===== config.mk =====
export PLATFORM = sky130hd
export DESIGN_NAME = ulfs_top
export DESIGN_NICKNAME = d
export VERILOG_FILES = /design/src/verilog/ulfs_pkg.sv /design/src/verilog/ulfs_tx.sv /design/src/verilog/ulfs_rx.sv /design/src/verilog/ulfs_top.sv
export SDC_FILE = /design/constraint.sdc
export NUM_CORES = 1
export LEC_CHECK = 0
export BUFFER_PORTS_ARGS = -buffer_cell sky130_fd_sc_hd__buf_2
export CAP_MARGIN = 30
export CORE_MARGIN = 2
export CORE_UTILIZATION = 55
export DETAILED_ROUTE_END_ITERATION = 6
export GPL_ROUTABILITY_DRIVEN = 0
export HOLD_SLACK_MARGIN = 0.06
export PLACE_DENSITY_LB_ADDON = 0.08
export SLEW_MARGIN = 40
export SYNTH_ARGS = -nofsm -noshare
export SYNTH_HDL_FRONTEND = slang
export SYNTH_SLANG_ARGS = --single-unit

===== constraint.sdc =====
create_clock -name pclk -period 5.1 [get_ports pclk]
set_input_delay 0.255 -clock pclk [delete_from_list [all_inputs] [get_ports pclk]]
set_output_delay 0.255 -clock pclk [all_outputs]
set_load 0.005 [all_outputs]

===== src/verilog/ulfs_pkg.sv =====
// shared constants, types and helpers for the line format and status block
package ulfs_pkg;
  // register byte addresses
  localparam logic [7:0] ADDR_DATA = 8'h00;
  localparam logic [7:0] ADDR_IER = 8'h04;
  localparam logic [7:0] ADDR_FCR = 8'h08;
  localparam logic [7:0] ADDR_LCR = 8'h0c;
  localparam logic [7:0] ADDR_LSR = 8'h14;
  // interrupt enable bits
  localparam int IER_RX = 0;
  localparam int IER_TX = 1;
  localparam int IER_LS = 2;
  // queue control bits
  localparam int FCR_FME = 0;
  localparam int FCR_RFLUSH = 1;
  localparam int FCR_TFLUSH = 2;
  localparam int FCR_DME = 3;
  localparam int FCR_UME = 4;
  localparam int FCR_TRIG = 6;
  // reset values
  localparam logic [7:0] LCR_RST = 8'h00;
  localparam logic [7:0] IER_RST = 8'h00;
  localparam logic [7:0] DLL_RST = 8'h01;
  localparam logic [7:0] DLH_RST = 8'h00;
  // oversampling and stop lengths in sample ticks
  localparam int OVS = 16;
  localparam int OVS_LOG = 4;
  localparam int HALF = 8;
  localparam logic [5:0] STOP1_TICKS = 6'h10;
  localparam logic [5:0] STOP15_TICKS = 6'h18;
  localparam logic [5:0] STOP2_TICKS = 6'h20;

  typedef struct packed {
    logic divisor_select;
    logic force_break;
    logic fixed_parity;
    logic parity_sense;
    logic parity_enable;
    logic stop_bit_count;
    logic [1:0] character_length;
  } ulfs_fmt_t;

  typedef struct packed {
    logic brk;
    logic fe;
    logic pe;
    logic [7:0] data;
  } ulfs_rxent_t;

  typedef enum logic [2:0] {
    S_IDLE = 3'h0, S_START = 3'h1, S_DATA = 3'h3, S_PAR = 3'h2, S_STOP = 3'h6, S_HOLD = 3'h7
  } ulfs_state_t;

  function automatic logic [3:0] ulfs_nbits(input logic [1:0] len);
    return 4'h5 + {2'h0, len};
  endfunction

  function automatic logic ulfs_par(input ulfs_fmt_t f, input logic [7:0] d);
    logic [7:0] m;
    m = d & (8'hff >> (2'h3 - f.character_length));
    if (f.fixed_parity) return ~f.parity_sense;
    return f.parity_sense ? ^m : ~^m;
  endfunction

  function automatic logic [5:0] ulfs_stop_ticks(input ulfs_fmt_t f);
    if (!f.stop_bit_count) return STOP1_TICKS;
    if (f.character_length == 2'h0) return STOP15_TICKS;
    return STOP2_TICKS;
  endfunction

  function automatic logic [7:0] ulfs_char_ticks(input ulfs_fmt_t f);
    logic [7:0] n;
    n = {4'h0, ulfs_nbits(f.character_length)} + 8'h01 + {7'h0, f.parity_enable};
    return (n << OVS_LOG) + {2'h0, ulfs_stop_ticks(f)};
  endfunction

  function automatic logic [4:0] ulfs_trig(input logic [1:0] t);
    case (t)
      2'h0: return 5'h01;
      2'h1: return 5'h04;
      2'h2: return 5'h08;
      default: return 5'h0f;
    endcase
  endfunction
endpackage


===== src/verilog/ulfs_tx.sv =====
// transmit serialiser: start, data, optional parity, stop bits
`timescale 1ns/100ps
module ulfs_tx import ulfs_pkg::*; (
  input wire logic clk, // system clock
  input wire logic rst_n, // async reset
  input wire logic tick, // sample-rate enable
  input wire logic start, // load a character
  input wire logic [7:0] data, // character to send
  input wire ulfs_fmt_t fmt, // line format
  output logic busy, // shifter holds a character
  output logic ser // serial out before break forcing
);
  ulfs_state_t st_ff, nxt_st;
  logic [5:0] tc_ff, nxt_tc;
  logic [2:0] bit_ff, nxt_bit;
  logic [7:0] shf_ff, nxt_shf;
  logic par_ff, nxt_par, ser_ff, nxt_ser;
  wire [2:0] last_bit = 3'(ulfs_nbits(fmt.character_length) - 4'h1);
  wire bit_end = tick & (tc_ff == 6'(OVS - 1));
  wire stop_end = tick & (tc_ff == ulfs_stop_ticks(fmt) - 6'h01);

  assign busy = (st_ff != S_IDLE);
  assign ser = ser_ff;

  // bit sequencing, one bit per OVS ticks
  always_comb begin
    nxt_st = st_ff;
    nxt_tc = tick ? tc_ff + 6'h01 : tc_ff;
    nxt_bit = bit_ff;
    nxt_shf = shf_ff;
    nxt_par = par_ff;
    nxt_ser = ser_ff;
    case (st_ff)
      S_IDLE: begin
        nxt_tc = 6'h00;
        if (start) begin
          nxt_st = S_START;
          nxt_shf = data;
          nxt_par = ulfs_par(fmt, data);
          nxt_ser = 1'b0;
        end
      end
      S_START: if (bit_end) begin
        nxt_st = S_DATA;
        nxt_tc = 6'h00;
        nxt_bit = 3'h0;
        nxt_ser = shf_ff[0];
      end
      S_DATA: if (bit_end) begin
        nxt_tc = 6'h00;
        if (bit_ff == last_bit) begin
          nxt_st = fmt.parity_enable ? S_PAR : S_STOP;
          nxt_ser = fmt.parity_enable ? par_ff : 1'b1;
        end else begin
          nxt_bit = bit_ff + 3'h1;
          nxt_shf = shf_ff >> 1;
          nxt_ser = shf_ff[1];
        end
      end
      S_PAR: if (bit_end) begin
        nxt_st = S_STOP;
        nxt_tc = 6'h00;
        nxt_ser = 1'b1;
      end
      S_STOP: if (stop_end) begin
        nxt_st = S_IDLE;
        nxt_tc = 6'h00;
      end
      default: nxt_st = S_IDLE;
    endcase
  end

  always_ff @(posedge clk or negedge rst_n) begin
    if (!rst_n) begin
      st_ff <= S_IDLE;
      tc_ff <= 6'h00;
      bit_ff <= 3'h0;
      shf_ff <= 8'h00;
      par_ff <= 1'b0;
      ser_ff <= 1'b1;
    end else begin
      st_ff <= nxt_st;
      tc_ff <= nxt_tc;
      bit_ff <= nxt_bit;
      shf_ff <= nxt_shf;
      par_ff <= nxt_par;
      ser_ff <= nxt_ser;
    end
  end
endmodule


===== src/verilog/ulfs_rx.sv =====
// receive deserialiser with parity, framing and break detection
`timescale 1ns/100ps
module ulfs_rx import ulfs_pkg::*; (
  input wire logic clk, // system clock
  input wire logic rst_n, // async reset
  input wire logic tick, // sample-rate enable
  input wire logic rxd, // serial in
  input wire ulfs_fmt_t fmt, // line format
  output logic done, // one-cycle character pulse
  output ulfs_rxent_t ent // character with its error bits
);
  ulfs_state_t st_ff, nxt_st;
  logic [5:0] tc_ff, nxt_tc;
  logic [2:0] bit_ff, nxt_bit;
  logic [7:0] shf_ff, nxt_shf, lowc_ff;
  logic pe_ff, nxt_pe, brk_ff, nxt_brk, done_ff, nxt_done;
  ulfs_rxent_t ent_ff, nxt_ent;
  wire [2:0] last_bit = 3'(ulfs_nbits(fmt.character_length) - 4'h1);
  wire bit_end = tick & (tc_ff == 6'(OVS - 1));

  assign done = done_ff;
  assign ent = ent_ff;

  // low-time counter for break, saturating
  always_ff @(posedge clk or negedge rst_n) begin
    if (!rst_n) lowc_ff <= 8'h00;
    else if (rxd) lowc_ff <= 8'h00;
    else if (tick && lowc_ff != 8'hff) lowc_ff <= lowc_ff + 8'h01;
  end

  // sampling at bit centres
  always_comb begin
    nxt_st = st_ff;
    nxt_tc = tick ? tc_ff + 6'h01 : tc_ff;
    nxt_bit = bit_ff;
    nxt_shf = shf_ff;
    nxt_pe = pe_ff;
    nxt_brk = brk_ff;
    nxt_done = 1'b0;
    nxt_ent = ent_ff;
    case (st_ff)
      S_IDLE: begin
        nxt_tc = 6'h00;
        if (!rxd) nxt_st = S_START;
      end
      S_START: if (tick && tc_ff == 6'(HALF - 1)) begin
        nxt_st = rxd ? S_IDLE : S_DATA; // glitch rejects
        nxt_tc = 6'h00;
        nxt_bit = 3'h0;
        nxt_shf = 8'h00;
        nxt_pe = 1'b0;
      end
      S_DATA: if (bit_end) begin
        nxt_tc = 6'h00;
        nxt_shf[bit_ff] = rxd;
        nxt_bit = bit_ff + 3'h1;
        if (bit_ff == last_bit) nxt_st = fmt.parity_enable ? S_PAR : S_STOP;
      end
      S_PAR: if (bit_end) begin
        nxt_tc = 6'h00;
        nxt_pe = rxd ^ ulfs_par(fmt, shf_ff);
        nxt_st = S_STOP;
      end
      S_STOP: if (bit_end) begin
        // only the first stop bit is looked at
        nxt_tc = 6'h00;
        if (rxd) begin
          nxt_st = S_IDLE;
          nxt_done = 1'b1;
          nxt_ent = '{brk: 1'b0, fe: 1'b0, pe: pe_ff, data: shf_ff};
        end else begin
          nxt_st = S_HOLD;
        end
      end
      S_HOLD: begin
        // one character per break however long the line stays low
        if (!brk_ff && lowc_ff > ulfs_char_ticks(fmt)) begin
          nxt_brk = 1'b1;
          nxt_done = 1'b1;
          nxt_ent = '{brk: 1'b1, fe: 1'b1, pe: 1'b0, data: 8'h00};
        end
        if (rxd) begin
          nxt_st = S_IDLE;
          nxt_brk = 1'b0;
          if (!brk_ff) begin
            nxt_done = 1'b1;
            nxt_ent = '{brk: 1'b0, fe: 1'b1, pe: pe_ff, data: shf_ff};
          end
        end
      end
      default: nxt_st = S_IDLE;
    endcase
  end

  always_ff @(posedge clk or negedge rst_n) begin
    if (!rst_n) begin
      st_ff <= S_IDLE;
      tc_ff <= 6'h00;
      bit_ff <= 3'h0;
      shf_ff <= 8'h00;
      pe_ff <= 1'b0;
      brk_ff <= 1'b0;
      done_ff <= 1'b0;
      ent_ff <= '0;
    end else begin
      st_ff <= nxt_st;
      tc_ff <= nxt_tc;
      bit_ff <= nxt_bit;
      shf_ff <= nxt_shf;
      pe_ff <= nxt_pe;
      brk_ff <= nxt_brk;
      done_ff <= nxt_done;
      ent_ff <= nxt_ent;
    end
  end
endmodule


===== src/verilog/ulfs_top.sv =====
// serial port line format, line status, queues and apb register slave
//
// The address map and the APB interface to the registers were chosen for this implementation.
`timescale 1ns/100ps
// How it works
// - divisor_select high maps shared addresses to divisor bytes, low to data and enables.
// - force_break holds the transmit pin low; the serialiser runs on untouched.
// - fixed parity sends the inverse of parity_sense, only when parity is on.
// - parity_sense zero means odd parity, one means even; ignored without parity.
// - parity_enable adds a parity bit on transmit and checks it on receive.
// - one stop bit, or two; with five-bit characters one and a half.
// - the receiver checks only the first stop bit.
// - character_length codes 0 to 3 give five to eight data bits.
// - error flags in line status bits 4:1 hold until status is read or the receive queue is flushed.
// - queue error is high while any queued character carries an error, FIFO mode only.
// - in DMA mode queue error raises the line interrupt and blocks receive DMA.
// - transmitter idle only when holding buffer and shifter are both empty.
// - space request when holding buffer empty, or at least half empty in FIFO mode.
// - space request with enable raises interrupt; in DMA without enable, a DMA request.
// - break flag when the input stays low beyond one character time; clears on read.
// - a break loads one zero character; flags describe the queue head.
// - framing error when the first stop bit is zero; head character; clears on read.
// - parity error for a wrong parity bit; head character; clears on status read.
// - lost data flag when a character arrives with the buffer full; clears on read.
// - data available while the buffer holds characters; flush or emptying clears it.
module ulfs_top import ulfs_pkg::*; #(
  parameter int RX_DEPTH = 16, // receive queue depth, power of two
  parameter int TX_DEPTH = 16 // transmit queue depth, power of two
) (
  input wire logic pclk, // 250 MHz bus clock
  input wire logic presetn, // async reset
  input wire logic psel, // apb select
  input wire logic penable, // apb enable
  input wire logic pwrite, // apb direction
  input wire logic [7:0] paddr, // apb byte address
  input wire logic [31:0] pwdata, // apb write data
  output logic [31:0] prdata, // apb read data
  output logic pready, // apb ready
  output logic pslverr, // apb error
  input wire logic rxd, // serial receive line
  output logic txd, // serial transmit line
  output logic irq, // combined interrupt request
  output logic tx_dma_req, // transmit dma request
  output logic rx_dma_req // receive dma request
);
  localparam int RAW = $clog2(RX_DEPTH);
  localparam int TAW = $clog2(TX_DEPTH);
  localparam int RCW = $clog2(RX_DEPTH + 1);
  localparam int TCW = $clog2(TX_DEPTH + 1);
  localparam logic [RCW-1:0] RX_FULL = RCW'(RX_DEPTH);
  localparam logic [TCW-1:0] TX_FULL = TCW'(TX_DEPTH);
  localparam logic [TCW-1:0] TX_HALF = TCW'(TX_DEPTH / 2);

  // software registers
  ulfs_fmt_t fmt_ff;
  logic [7:0] ier_ff, dll_ff, dlh_ff;
  logic fme_ff, dme_ff, ume_ff;
  logic [1:0] trig_ff;
  // baud divider
  logic [15:0] bdc_ff;
  logic tick_ff;
  // receive queue
  ulfs_rxent_t rq_ff [RX_DEPTH];
  logic [RAW-1:0] rwr_ff, rrd_ff;
  logic [RCW-1:0] rcnt_ff, qerr_ff;
  // transmit queue
  logic [7:0] tq_ff [TX_DEPTH];
  logic [TAW-1:0] twr_ff, trd_ff;
  logic [TCW-1:0] tcnt_ff;
  // status and bus outputs
  logic [3:0] lse_ff;
  logic [31:0] prdata_ff;
  logic pready_ff, pslverr_ff, txd_ff, irq_ff, txdma_ff, rxdma_ff;
  // engine wires
  logic tx_busy, tx_ser, rx_done;
  ulfs_rxent_t rx_ent;

  // apb phases; writes and read side effects land on the completing edge
  wire setup = psel & ~penable;
  wire fin = psel & penable & pready_ff;
  wire fin_wr = fin & pwrite;
  wire fin_rd = fin & ~pwrite;
  wire dsel = fmt_ff.divisor_select;
  wire a_data = (paddr == ADDR_DATA);
  wire a_ier = (paddr == ADDR_IER);
  wire a_fcr = (paddr == ADDR_FCR);
  wire a_lcr = (paddr == ADDR_LCR);
  wire a_lsr = (paddr == ADDR_LSR);
  wire hit = a_data | a_ier | a_fcr | a_lcr | a_lsr;

  // address sharing under divisor_select
  wire wr_thr = fin_wr & a_data & ~dsel;
  wire wr_dll = fin_wr & a_data & dsel;
  wire wr_ier = fin_wr & a_ier & ~dsel;
  wire wr_dlh = fin_wr & a_ier & dsel;
  wire wr_fcr = fin_wr & a_fcr;
  wire wr_lcr = fin_wr & a_lcr;
  wire rd_rbr = fin_rd & a_data & ~dsel;
  wire rd_lsr = fin_rd & a_lsr;
  wire rx_flush = wr_fcr & pwdata[FCR_RFLUSH];
  wire tx_flush = wr_fcr & pwdata[FCR_TFLUSH];

  // baud tick: one pulse per divisor count, a zero divisor acts as one
  wire [15:0] divisor = {dlh_ff, dll_ff};
  wire bd_wrap = (bdc_ff + 16'h0001 >= divisor);

  // receive queue; capacity is one character outside FIFO mode
  wire [RCW-1:0] rcap = fme_ff ? RX_FULL : RCW'(1);
  wire rx_full = (rcnt_ff >= rcap);
  wire rx_empty = (rcnt_ff == '0);
  wire rx_push = rx_done & ~rx_full & ~rx_flush;
  wire rx_lost = rx_done & rx_full;
  wire rx_pop = rd_rbr & ~rx_empty & ~rx_flush;
  wire [RAW-1:0] rrd_nx = rrd_ff + RAW'(1);
  ulfs_rxent_t head, head_nx;
  assign head = rq_ff[rrd_ff];
  // next character that becomes head, either queued or arriving
  assign head_nx = (rcnt_ff > RCW'(1)) ? rq_ff[rrd_nx] : rx_ent;
  wire new_head = (rx_push & rx_empty) | (rx_pop & ((rcnt_ff > RCW'(1)) | rx_push));
  wire push_err = rx_push & (rx_ent.brk | rx_ent.fe | rx_ent.pe);
  wire pop_err = rx_pop & (head.brk | head.fe | head.pe);
  wire qerr = fme_ff & (qerr_ff != '0);
  wire rx_lvl = fme_ff ? (rcnt_ff >= RCW'(ulfs_trig(trig_ff))) : ~rx_empty;

  // sticky error flags {break, framing, parity, lost}; a set beats a clear
  wire [3:0] lse_set = {new_head & head_nx.brk, new_head & head_nx.fe, new_head & head_nx.pe, rx_lost};
  wire [3:0] nxt_lse = (lse_ff & ~{4{rd_lsr}}) | lse_set;

  // transmit queue, same capacity rule as receive
  wire [TCW-1:0] tcap = fme_ff ? TX_FULL : TCW'(1);
  wire tx_full = (tcnt_ff >= tcap);
  wire tx_push = wr_thr & ~tx_full & ~tx_flush; // writes into a full queue are dropped
  wire tx_go = ~tx_busy & (tcnt_ff != '0) & ~tx_flush;
  wire tx_req = fme_ff ? (tcnt_ff <= TX_HALF) : (tcnt_ff == '0);
  wire tx_idle = (tcnt_ff == '0) & ~tx_busy;

  // status byte
  wire [7:0] lsr_val = {qerr, tx_idle, tx_req, lse_ff, ~rx_empty};
  // read mux; write-only registers read as zero
  wire [7:0] rd_val = (a_data & dsel) ? dll_ff :
                      (a_data & ~dsel) ? head.data :
                      (a_ier & dsel) ? dlh_ff :
                      (a_ier & ~dsel) ? ier_ff :
                      a_lsr ? lsr_val : 8'h00;

  // interrupt and dma terms
  wire ls_irq = ier_ff[IER_LS] & ((|lse_ff) | (dme_ff & qerr));
  wire rx_irq = ier_ff[IER_RX] & rx_lvl;
  wire tx_irq = ier_ff[IER_TX] & tx_req;
  wire nxt_txdma = dme_ff & ~ier_ff[IER_TX] & tx_req;
  wire nxt_rxdma = dme_ff & fme_ff & rx_lvl & ~qerr;

  ulfs_tx u_tx (
    .clk(pclk),
    .rst_n(presetn),
    .tick(tick_ff),
    .start(tx_go),
    .data(tq_ff[trd_ff]),
    .fmt(fmt_ff),
    .busy(tx_busy),
    .ser(tx_ser)
  );

  ulfs_rx u_rx (
    .clk(pclk),
    .rst_n(presetn),
    .tick(tick_ff),
    .rxd(rxd),
    .fmt(fmt_ff),
    .done(rx_done),
    .ent(rx_ent)
  );

  // configuration registers
  always_ff @(posedge pclk or negedge presetn) begin
    if (!presetn) begin
      fmt_ff <= LCR_RST;
      ier_ff <= IER_RST;
      dll_ff <= DLL_RST;
      dlh_ff <= DLH_RST;
      {fme_ff, dme_ff, ume_ff} <= 3'h0;
      trig_ff <= 2'h0;
    end else begin
      if (wr_lcr) fmt_ff <= pwdata[7:0];
      if (wr_ier) ier_ff <= pwdata[7:0];
      if (wr_dll) dll_ff <= pwdata[7:0];
      if (wr_dlh) dlh_ff <= pwdata[7:0];
      if (wr_fcr) begin
        fme_ff <= pwdata[FCR_FME];
        dme_ff <= pwdata[FCR_DME];
        ume_ff <= pwdata[FCR_UME];
        trig_ff <= pwdata[FCR_TRIG +: 2];
      end
    end
  end

  // baud divider; halted while the port is disabled
  always_ff @(posedge pclk or negedge presetn) begin
    if (!presetn) begin
      bdc_ff <= 16'h0000;
      tick_ff <= 1'b0;
    end else begin
      bdc_ff <= (!ume_ff || bd_wrap) ? 16'h0000 : bdc_ff + 16'h0001;
      tick_ff <= ume_ff & bd_wrap;
    end
  end

  // receive queue storage
  always_ff @(posedge pclk) begin
    if (rx_push) rq_ff[rwr_ff] <= rx_ent;
  end

  // receive pointers, level and error-character count
  always_ff @(posedge pclk or negedge presetn) begin
    if (!presetn) begin
      rwr_ff <= '0;
      rrd_ff <= '0;
      rcnt_ff <= '0;
      qerr_ff <= '0;
    end else if (rx_flush) begin
      rwr_ff <= '0;
      rrd_ff <= '0;
      rcnt_ff <= '0;
      qerr_ff <= '0;
    end else begin
      if (rx_push) rwr_ff <= rwr_ff + RAW'(1);
      if (rx_pop) rrd_ff <= rrd_nx;
      rcnt_ff <= rcnt_ff + RCW'(rx_push) - RCW'(rx_pop);
      qerr_ff <= qerr_ff + RCW'(push_err) - RCW'(pop_err);
    end
  end

  // transmit queue storage
  always_ff @(posedge pclk) begin
    if (tx_push) tq_ff[twr_ff] <= pwdata[7:0];
  end

  // transmit pointers and level
  always_ff @(posedge pclk or negedge presetn) begin
    if (!presetn) begin
      twr_ff <= '0;
      trd_ff <= '0;
      tcnt_ff <= '0;
    end else if (tx_flush) begin
      twr_ff <= '0;
      trd_ff <= '0;
      tcnt_ff <= '0;
    end else begin
      if (tx_push) twr_ff <= twr_ff + TAW'(1);
      if (tx_go) trd_ff <= trd_ff + TAW'(1);
      tcnt_ff <= tcnt_ff + TCW'(tx_push) - TCW'(tx_go);
    end
  end

  // line status flags
  always_ff @(posedge pclk or negedge presetn) begin
    if (!presetn) lse_ff <= 4'h0;
    else if (rx_flush) lse_ff <= lse_set & 4'h1;
    else lse_ff <= nxt_lse;
  end

  // apb answer: ready in the cycle after setup, so no wait states
  always_ff @(posedge pclk or negedge presetn) begin
    if (!presetn) begin
      pready_ff <= 1'b0;
      pslverr_ff <= 1'b0;
      prdata_ff <= 32'h0000_0000;
    end else begin
      pready_ff <= setup;
      pslverr_ff <= setup & ~hit;
      prdata_ff <= (setup & ~pwrite) ? {24'h000000, rd_val} : 32'h0000_0000;
    end
  end

  // pin and request outputs; break acts on the pin only
  always_ff @(posedge pclk or negedge presetn) begin
    if (!presetn) begin
      txd_ff <= 1'b1;
      irq_ff <= 1'b0;
      txdma_ff <= 1'b0;
      rxdma_ff <= 1'b0;
    end else begin
      txd_ff <= fmt_ff.force_break ? 1'b0 : tx_ser;
      irq_ff <= ls_irq | rx_irq | tx_irq;
      txdma_ff <= nxt_txdma;
      rxdma_ff <= nxt_rxdma;
    end
  end

  assign prdata = prdata_ff;
  assign pready = pready_ff;
  assign pslverr = pslverr_ff;
  assign txd = txd_ff;
  assign irq = irq_ff;
  assign tx_dma_req = txdma_ff;
  assign rx_dma_req = rxdma_ff;
endmodule


==> out/results.ini, run 1 <==
[run]
maxCapViolCount=0

[routing]
wl_um=47000
dr.pass1.iters=7
via_per_inst=5.83
wire_per_inst_um=21.6
drt_iter0_markers=1199
drt_drc_violations_left=2
num_vias=12707
postRouteAntennaNets=0

[timing]
min_period_over_period_pct=75.9
period_needed_ns=3.87
max-slew-margin-rel_pct=44.5
worst_slack_ns=1.23
tightest_slew_ns=0.832
finalSetupViolations=0
finalClockSkew_ns=0.0264
hold_violations=0
fmaxAchievable_ghz=0.258
finalMaxSlewViolations=0
rsz0062_at_grt=false
setup_tns_ns=0

[finish]
num-nets-final=1748
layout_common_cells=304 x edfxtp_1, 162 x dfrtp_1, 97 x nor2_1
ff_latch_area_um2=13300
stdcell_count=2178
layout-drive-gt1-share_pct=16.3
multi_input_area_um2=7660
utilization_pct=62.1
syn2layout_area_growth_pct=11.4
final_common_cell=edfxtp_1
num_antenna_cells=0
fillers=2941

[global_route]
antenna_found_initial=3
grt_remaining_overflow=0
grt_pass1_vias=12691
grt_pass1_wl_um=74000
grt_max_degree=91
grt_usage_pct=23.8

[synth]
syn_inst=1564
ys_warn_count=0
synth-edff-count=304
postSynth.asyncResetShare_pct=35.5
ys.flop_type=edfxtp_1
synth_area_per_cell_um2=13.8
syn_area_um2=21600
yosys_register_bits=471
yosysSeqAreaShare_pct=61.6
synthDistinctLibCells=66

[worst_setup_path]
timing.rr.end=rcnt_ff[4]$_DFF_PN0_
startpoint_type=flop
cpMostUsedCell=inv_1
max_stage_delay_ns=0.43
end_kind=flop
path_class=reg -> reg
arrival_ns=4.38
crit_chain=inv_1 -> ha_1 -> inv_1 -> o2111ai_1 -> a21oi_1 -> nand2_1 -> nor2_1 -> inv_1 -> ha_1 -> inv_1 -> ha_1 -> fa_1 -> a21oi_1 -> nor2_1 -> or3_1 -> a21oi_1
reg2reg_from=fme_ff$_DFFE_PN0N_
path_max_fanout=7
crit_slowest_cell=dfrtp_1
crit_family=adder cells
ff2ff_setup_slack_ns=1.23
startpoint=fme_ff$_DFFE_PN0N_
required_ns=5.60
reg2reg_depth=16
crit_buf_inv=4

[floorplanning]
dieHeight_um=202
die_area_um2=40900
initial_core_util_pct=55.8
io_pins=84
fp.dieW_um=202
rows=72
coreArea_um2=38700

[pwr]
power_mw=9.96
p_per_area_nw_per_um2=414
p_leak_nw=9.58
ir_worst_vdd_mv=0.287

[min_path]
min_to=tq_ff[13][5]$_DFFE_PP_
hold-path-cell-count=1
hold_class=in -> reg
min_from=pwdata[5]

[placement]
post-place-ws_ns=1.00
dpl.hpwl_um=31000
io_buffers=35
placed_cells=2081

[status]
outcome=complete, but fails checks
violations=DRC

[clocking]
cts_setup_buffers=0
path_clk_slew_ns=0.06
cts-buffers-inserted=49
cts_sinks=471
cts.htree.levels=2
cts_tree=yes
cts_resized=0
insertion_delay_ns=0.60
cts_buffer_depth=3
holdBufCountCts=5
clock-root-buffer=clkbuf_16

-- layer usage --
metal	routed length [um]	global-route usage, %
met1	20600	34.0
met2	22500	38.5
met3	3020	3.90
met4	907	6.23
met5	0	0
-- Yosys cell counts (30+ instances only) --
cell | n | area [um^2]
mux4_2 | 73 | 1640
dfrtp_1 | 164 | 4100
nand2_1 | 90 | 338
inv_1 | 78 | 293
mux2i_1 | 38 | 380
and2_1 | 31 | 194
o21ai_0 | 73 | 365
a21oi_1 | 60 | 300
nor2_1 | 98 | 368
mux2_2 | 30 | 338
xnor2_1 | 41 | 359
edfxtp_1 | 304 | 9130
nand3_1 | 40 | 200
ha_1 | 78 | 976
clkbuf_1 | 51 | 191
-- power breakdown --
group / internal [mW] / leakage (nW) / total (mW) / switching [mW]
Clock: 2.10 / 0.805 / 3.60 / 1.50
Sequential: 4.21 / 5.02 / 4.42 / 0.211
Combinational: 0.865 / 3.76 / 1.94 / 1.07
-- cells by family (layout without fill, tap and decap cells) --
| logic type | Yosys count | count (layout) | share of synthesized area [%] |
|---|---|---|---|
| flops | 471 | 471 | 61.6 |
| simple gates | 386 | 386 | 8.97 |
| buf+inv | 174 | 247 | 3.53 |
| mux | 141 | 141 | 10.9 |
| fa+ha+maj | 83 | 83 | 4.98 |
| other cells | 1 | 24 | 0.0174 |
| compound gates | 240 | 240 | 7.10 |
| xor+xnor | 68 | 68 | 2.82 |
-- flip-flops by register name (all words and copies together), names as in the netlist, 6 cells and up, named ones only --
signal        flops
bdc_ff           16
dlh_ff            8
dll_ff            8
fmt_ff            7
ier_ff            8
prdata            8
rq_ff           176
tq_ff           128
u_rx.lowc_ff      8
u_rx.shf_ff       8
u_rx.tc_ff        6
u_tx.shf_ff       8
u_tx.tc_ff        6
-- how the worst max path moves through the flow --
stage / endpoint / slack (ns) / cells after the start
6_report: rcnt_ff[4]$_DFF_PN0_ / 1.23 / 16
2_1_floorplan: qerr_ff[4]$_DFF_PN0_ / 1.32 / 17
5_1_grt: flop / 0.93 / 16
4_1_cts: flop / 1.24 / 16
3_5_place_dp: tcnt_ff[4]$_DFF_PN0_ / 1.00 / 14
3_3_place_gp: tcnt_ff[4]$_DFF_PN0_ / 1.05 / 14
-- per-stage QoR --
| stage | hold WS [ns] | instance area (um^2) |
|---|---|---|
| finish | 0.116 | 24100 |
| global route | 0.123 | 24100 |
| CTS | 0.0917 | 24100 |
| detailed placement | 0.314 | 22400 |
| global placement | 0.385 | 22400 |
| floorplan | -0.0406 | 21700 |
-- layout make-up --
cell class                      count  area share [%]
Sequential cell                   471            55.3
Clock inverter                     28            1.11
Tap cell                          518            2.69
Multi-Input combinational cell    942            31.9
Timing Repair Buffer               75            2.07
Clock buffer                       64            5.67
Inverter                           80            1.25
Note: power is estimated with default switching activity, not from simulation.
==> inputs of run 2 (changes only) <==
==> constraint.sdc (replaced) <==
create_clock -name pclk -period 3.7 [get_ports pclk]
set_input_delay 0.185 -clock pclk [delete_from_list [all_inputs] [get_ports pclk]]
set_output_delay 0.185 -clock pclk [all_outputs]
set_load 0.005 [all_outputs]
==> run 2 against run 1 <==
The run now ends clean. Non-clock buffer count rose by 35. Setup slack got worse by 0.95 ns. Count of clock-buffer cells in the layout fell by 5. Via count rose by 0.90%. Sequential power rose by 36%. Fmax rose by 13%. Core utilization rose by 1.1 points. Cell count rose by 1.5%. Die area did not move. Wire length rose by 1.6%. Hold slack got worse by 0.0071 ns. Critical path type unchanged. Critical endpoint unchanged. Highest routed layer is now met5.
==> out/results.ini, run 2 (same netlist as run 1, synthesis figures left out) <==
[clocking]
cts-buffers-inserted=49  ; unchanged
clock-root-buffer=clkbuf_16  ; unchanged
cts_tree=yes  ; unchanged
cts_buffer_depth=3  ; unchanged
cts.htree.levels=2  ; unchanged
insertion_delay_ns=0.59  ; was 0.60 ns
path_clk_slew_ns=0.06  ; about the same
cts_sinks=471  ; unchanged

[global_route]
grt_pass1_vias=13039  ; was 12691
grt_max_degree=86  ; was 91
grt_pass1_wl_um=75300  ; was 74000 um
antenna_found_initial=3  ; unchanged
grt_remaining_overflow=0  ; unchanged
grt_usage_pct=24.2  ; was 23.8%

[floorplanning]
fp.dieW_um=202  ; unchanged
die_area_um2=40900  ; unchanged
rows=72  ; unchanged
initial_core_util_pct=55.8  ; unchanged
dieHeight_um=202  ; unchanged
coreArea_um2=38700  ; unchanged
io_pins=84  ; unchanged

[routing]
wl_um=47800  ; was 47000 um
wire_per_inst_um=21.6  ; about the same
via_per_inst=5.80  ; was 5.83
drt_drc_violations_left=0  ; was 2
num_vias=12821  ; was 12707
postRouteAntennaNets=0  ; unchanged
drt_iter0_markers=1028  ; was 1199
dr.pass1.iters=7  ; unchanged

[min_path]
hold_class=in -> reg  ; unchanged
hold-path-cell-count=3  ; was 1

[finish]
fillers=2909  ; was 2941
multi_input_area_um2=7680  ; was 7660 um^2
reg.largest.list=rq_ff: 176 flops, tq_ff: 128 flops, bdc_ff: 16 flops  ; unchanged
num-nets-final=1783  ; was 1748
layout-drive-gt1-share_pct=18.3  ; was 16.3%
largest_register_ffs=176  ; unchanged
ff_latch_area_um2=13300  ; about the same
syn2layout_area_growth_pct=13.4  ; was 11.4%
layout_common_cells=304 x edfxtp_1, 162 x dfrtp_1, 98 x nor2_1  ; was 304 x edfxtp_1, 162 x dfrtp_1, 97 x nor2_1
stdcell_count=2211  ; was 2178
final_common_cell=edfxtp_1  ; unchanged
largest_register=rq_ff  ; unchanged

[timing]
finalSetupViolations=0  ; unchanged
tightest_slew_ns=0.800  ; was 0.832 ns
fmaxAchievable_ghz=0.292  ; was 0.258 GHz
max-slew-margin-rel_pct=45.9  ; was 44.5%
hold_violations=0  ; unchanged
finalClockSkew_ns=0.0170  ; was 0.0264 ns
min_period_over_period_pct=92.6  ; was 75.9%
period_needed_ns=3.43  ; was 3.87 ns
finalMaxSlewViolations=0  ; unchanged
setup_tns_ns=0  ; unchanged
rsz0062_at_grt=false  ; unchanged

[worst_setup_path]
arrival_ns=3.93  ; was 4.38 ns
startpoint_type=flop  ; unchanged
end_kind=flop  ; unchanged
required_ns=4.20  ; was 5.60 ns
path_max_fanout=6  ; was 7
reg2reg_depth=16  ; unchanged
path_class=reg -> reg  ; unchanged

[placement]
io_buffers=35  ; unchanged
placed_cells=2114  ; was 2081
dpl.hpwl_um=31300  ; was 31000 um

[pwr]
ir_worst_vdd_mv=0.400  ; was 0.287 mV
power_mw=14.1  ; was 9.96 mW
p_leak_nw=9.85  ; was 9.58 nW
p_per_area_nw_per_um2=576  ; was 414 nW/um^2

[status]
outcome=completed  ; was complete, but fails checks

[run]
maxCapViolCount=0  ; unchanged

run 2: cell count changes in the layout (fill, tap and decap cells not counted), sizes merged:
cell         change
dlygate4sd3      +2
diode            +1
buf             +32
bufinv           +6
clkinvlp         +1
clkbuf           -4
clkinv           -5
run 2: final timing paths:
check                                              end  slack [ns]                  start
worst max register to register    rcnt_ff[4]$_DFF_PN0_        0.27     fme_ff$_DFFE_PN0N_
min in group asynchronous        dll_ff[7]$_DFFE_PN0P_        0.23                presetn
worst max-delay path              rcnt_ff[4]$_DFF_PN0_        0.27     fme_ff$_DFFE_PN0N_
worst min-delay path            trig_ff[0]$_DFFE_PN0N_        0.11              pwdata[6]
worst min register to register           txd$_DFF_PN1_        0.40  fmt_ff[6]$_DFFE_PN0P_
max in group asynchronous        dll_ff[0]$_DFFE_PN1P_        2.60                presetn
run 2: timing repair:
action | 4_1_cts | 5_1_grt
gates resized for setup | 0 | 4
hold buffers | 7 | 0
hold endpoints to repair | 113 | 0
setup endpoints to repair | 0 | 10
setup buffers | 0 | 0
run 2: stage by stage:
step / setup WS [ns] / util, % / hold slack, ns / instance area (um^2)
after floorplan: 0.0761 / - / -0.111 / 21700
after global placement: -0.00729 / 58.5 / 0.305 / 22700
after detailed placement: -0.0525 / 58.5 / 0.318 / 22700
after CTS: 0.0322 / 63.2 / 0.0673 / 24500
after global routing: 0.0164 / 63.2 / 0.100 / 24500
final: 0.274 / 63.2 / 0.109 / 24500
run 2: routing by layer:
layer | global-route usage [%] | part of all wire, %
met1 | 33.2 | 44
met2 | 39.4 | 48
met4 | 7.14 | 2.5
met3 | 5.29 | 6.2
met5 | 0 | 0.027
run 2: cell type report:
class                           count  area share (%)
Sequential cell                   471            54.3
Timing Repair Buffer              110            3.32
Tap cell                          518            2.65
Clock buffer                       59            5.40
Antenna cell                        1          0.0102
Inverter                           80            1.23
Clock inverter                     30            1.69
Multi-Input combinational cell    942            31.4
run 2: critical path, stage by stage (launching register included):
cell       delay (ns)
dfrtp_1          0.43
inv_1            0.08
ha_1             0.29
inv_1            0.05
o2111ai_1        0.12
a21oi_1          0.24
nand2_1          0.15
nor2_1           0.28
inv_1            0.11
ha_1             0.29
inv_1            0.04
ha_1             0.20
fa_1             0.40
a21oi_1          0.16
nor2_1           0.06
or3_1            0.31
a21oi_1          0.15
run 2: power by group:
part           total (mW)  leakage, nW  switching (mW)  internal [mW]
combinational        2.81         3.98            1.57           1.25
clock                5.27        0.854            2.03           3.24
sequential           6.02         5.02           0.218           5.80
total                14.1         9.85            3.82           10.3
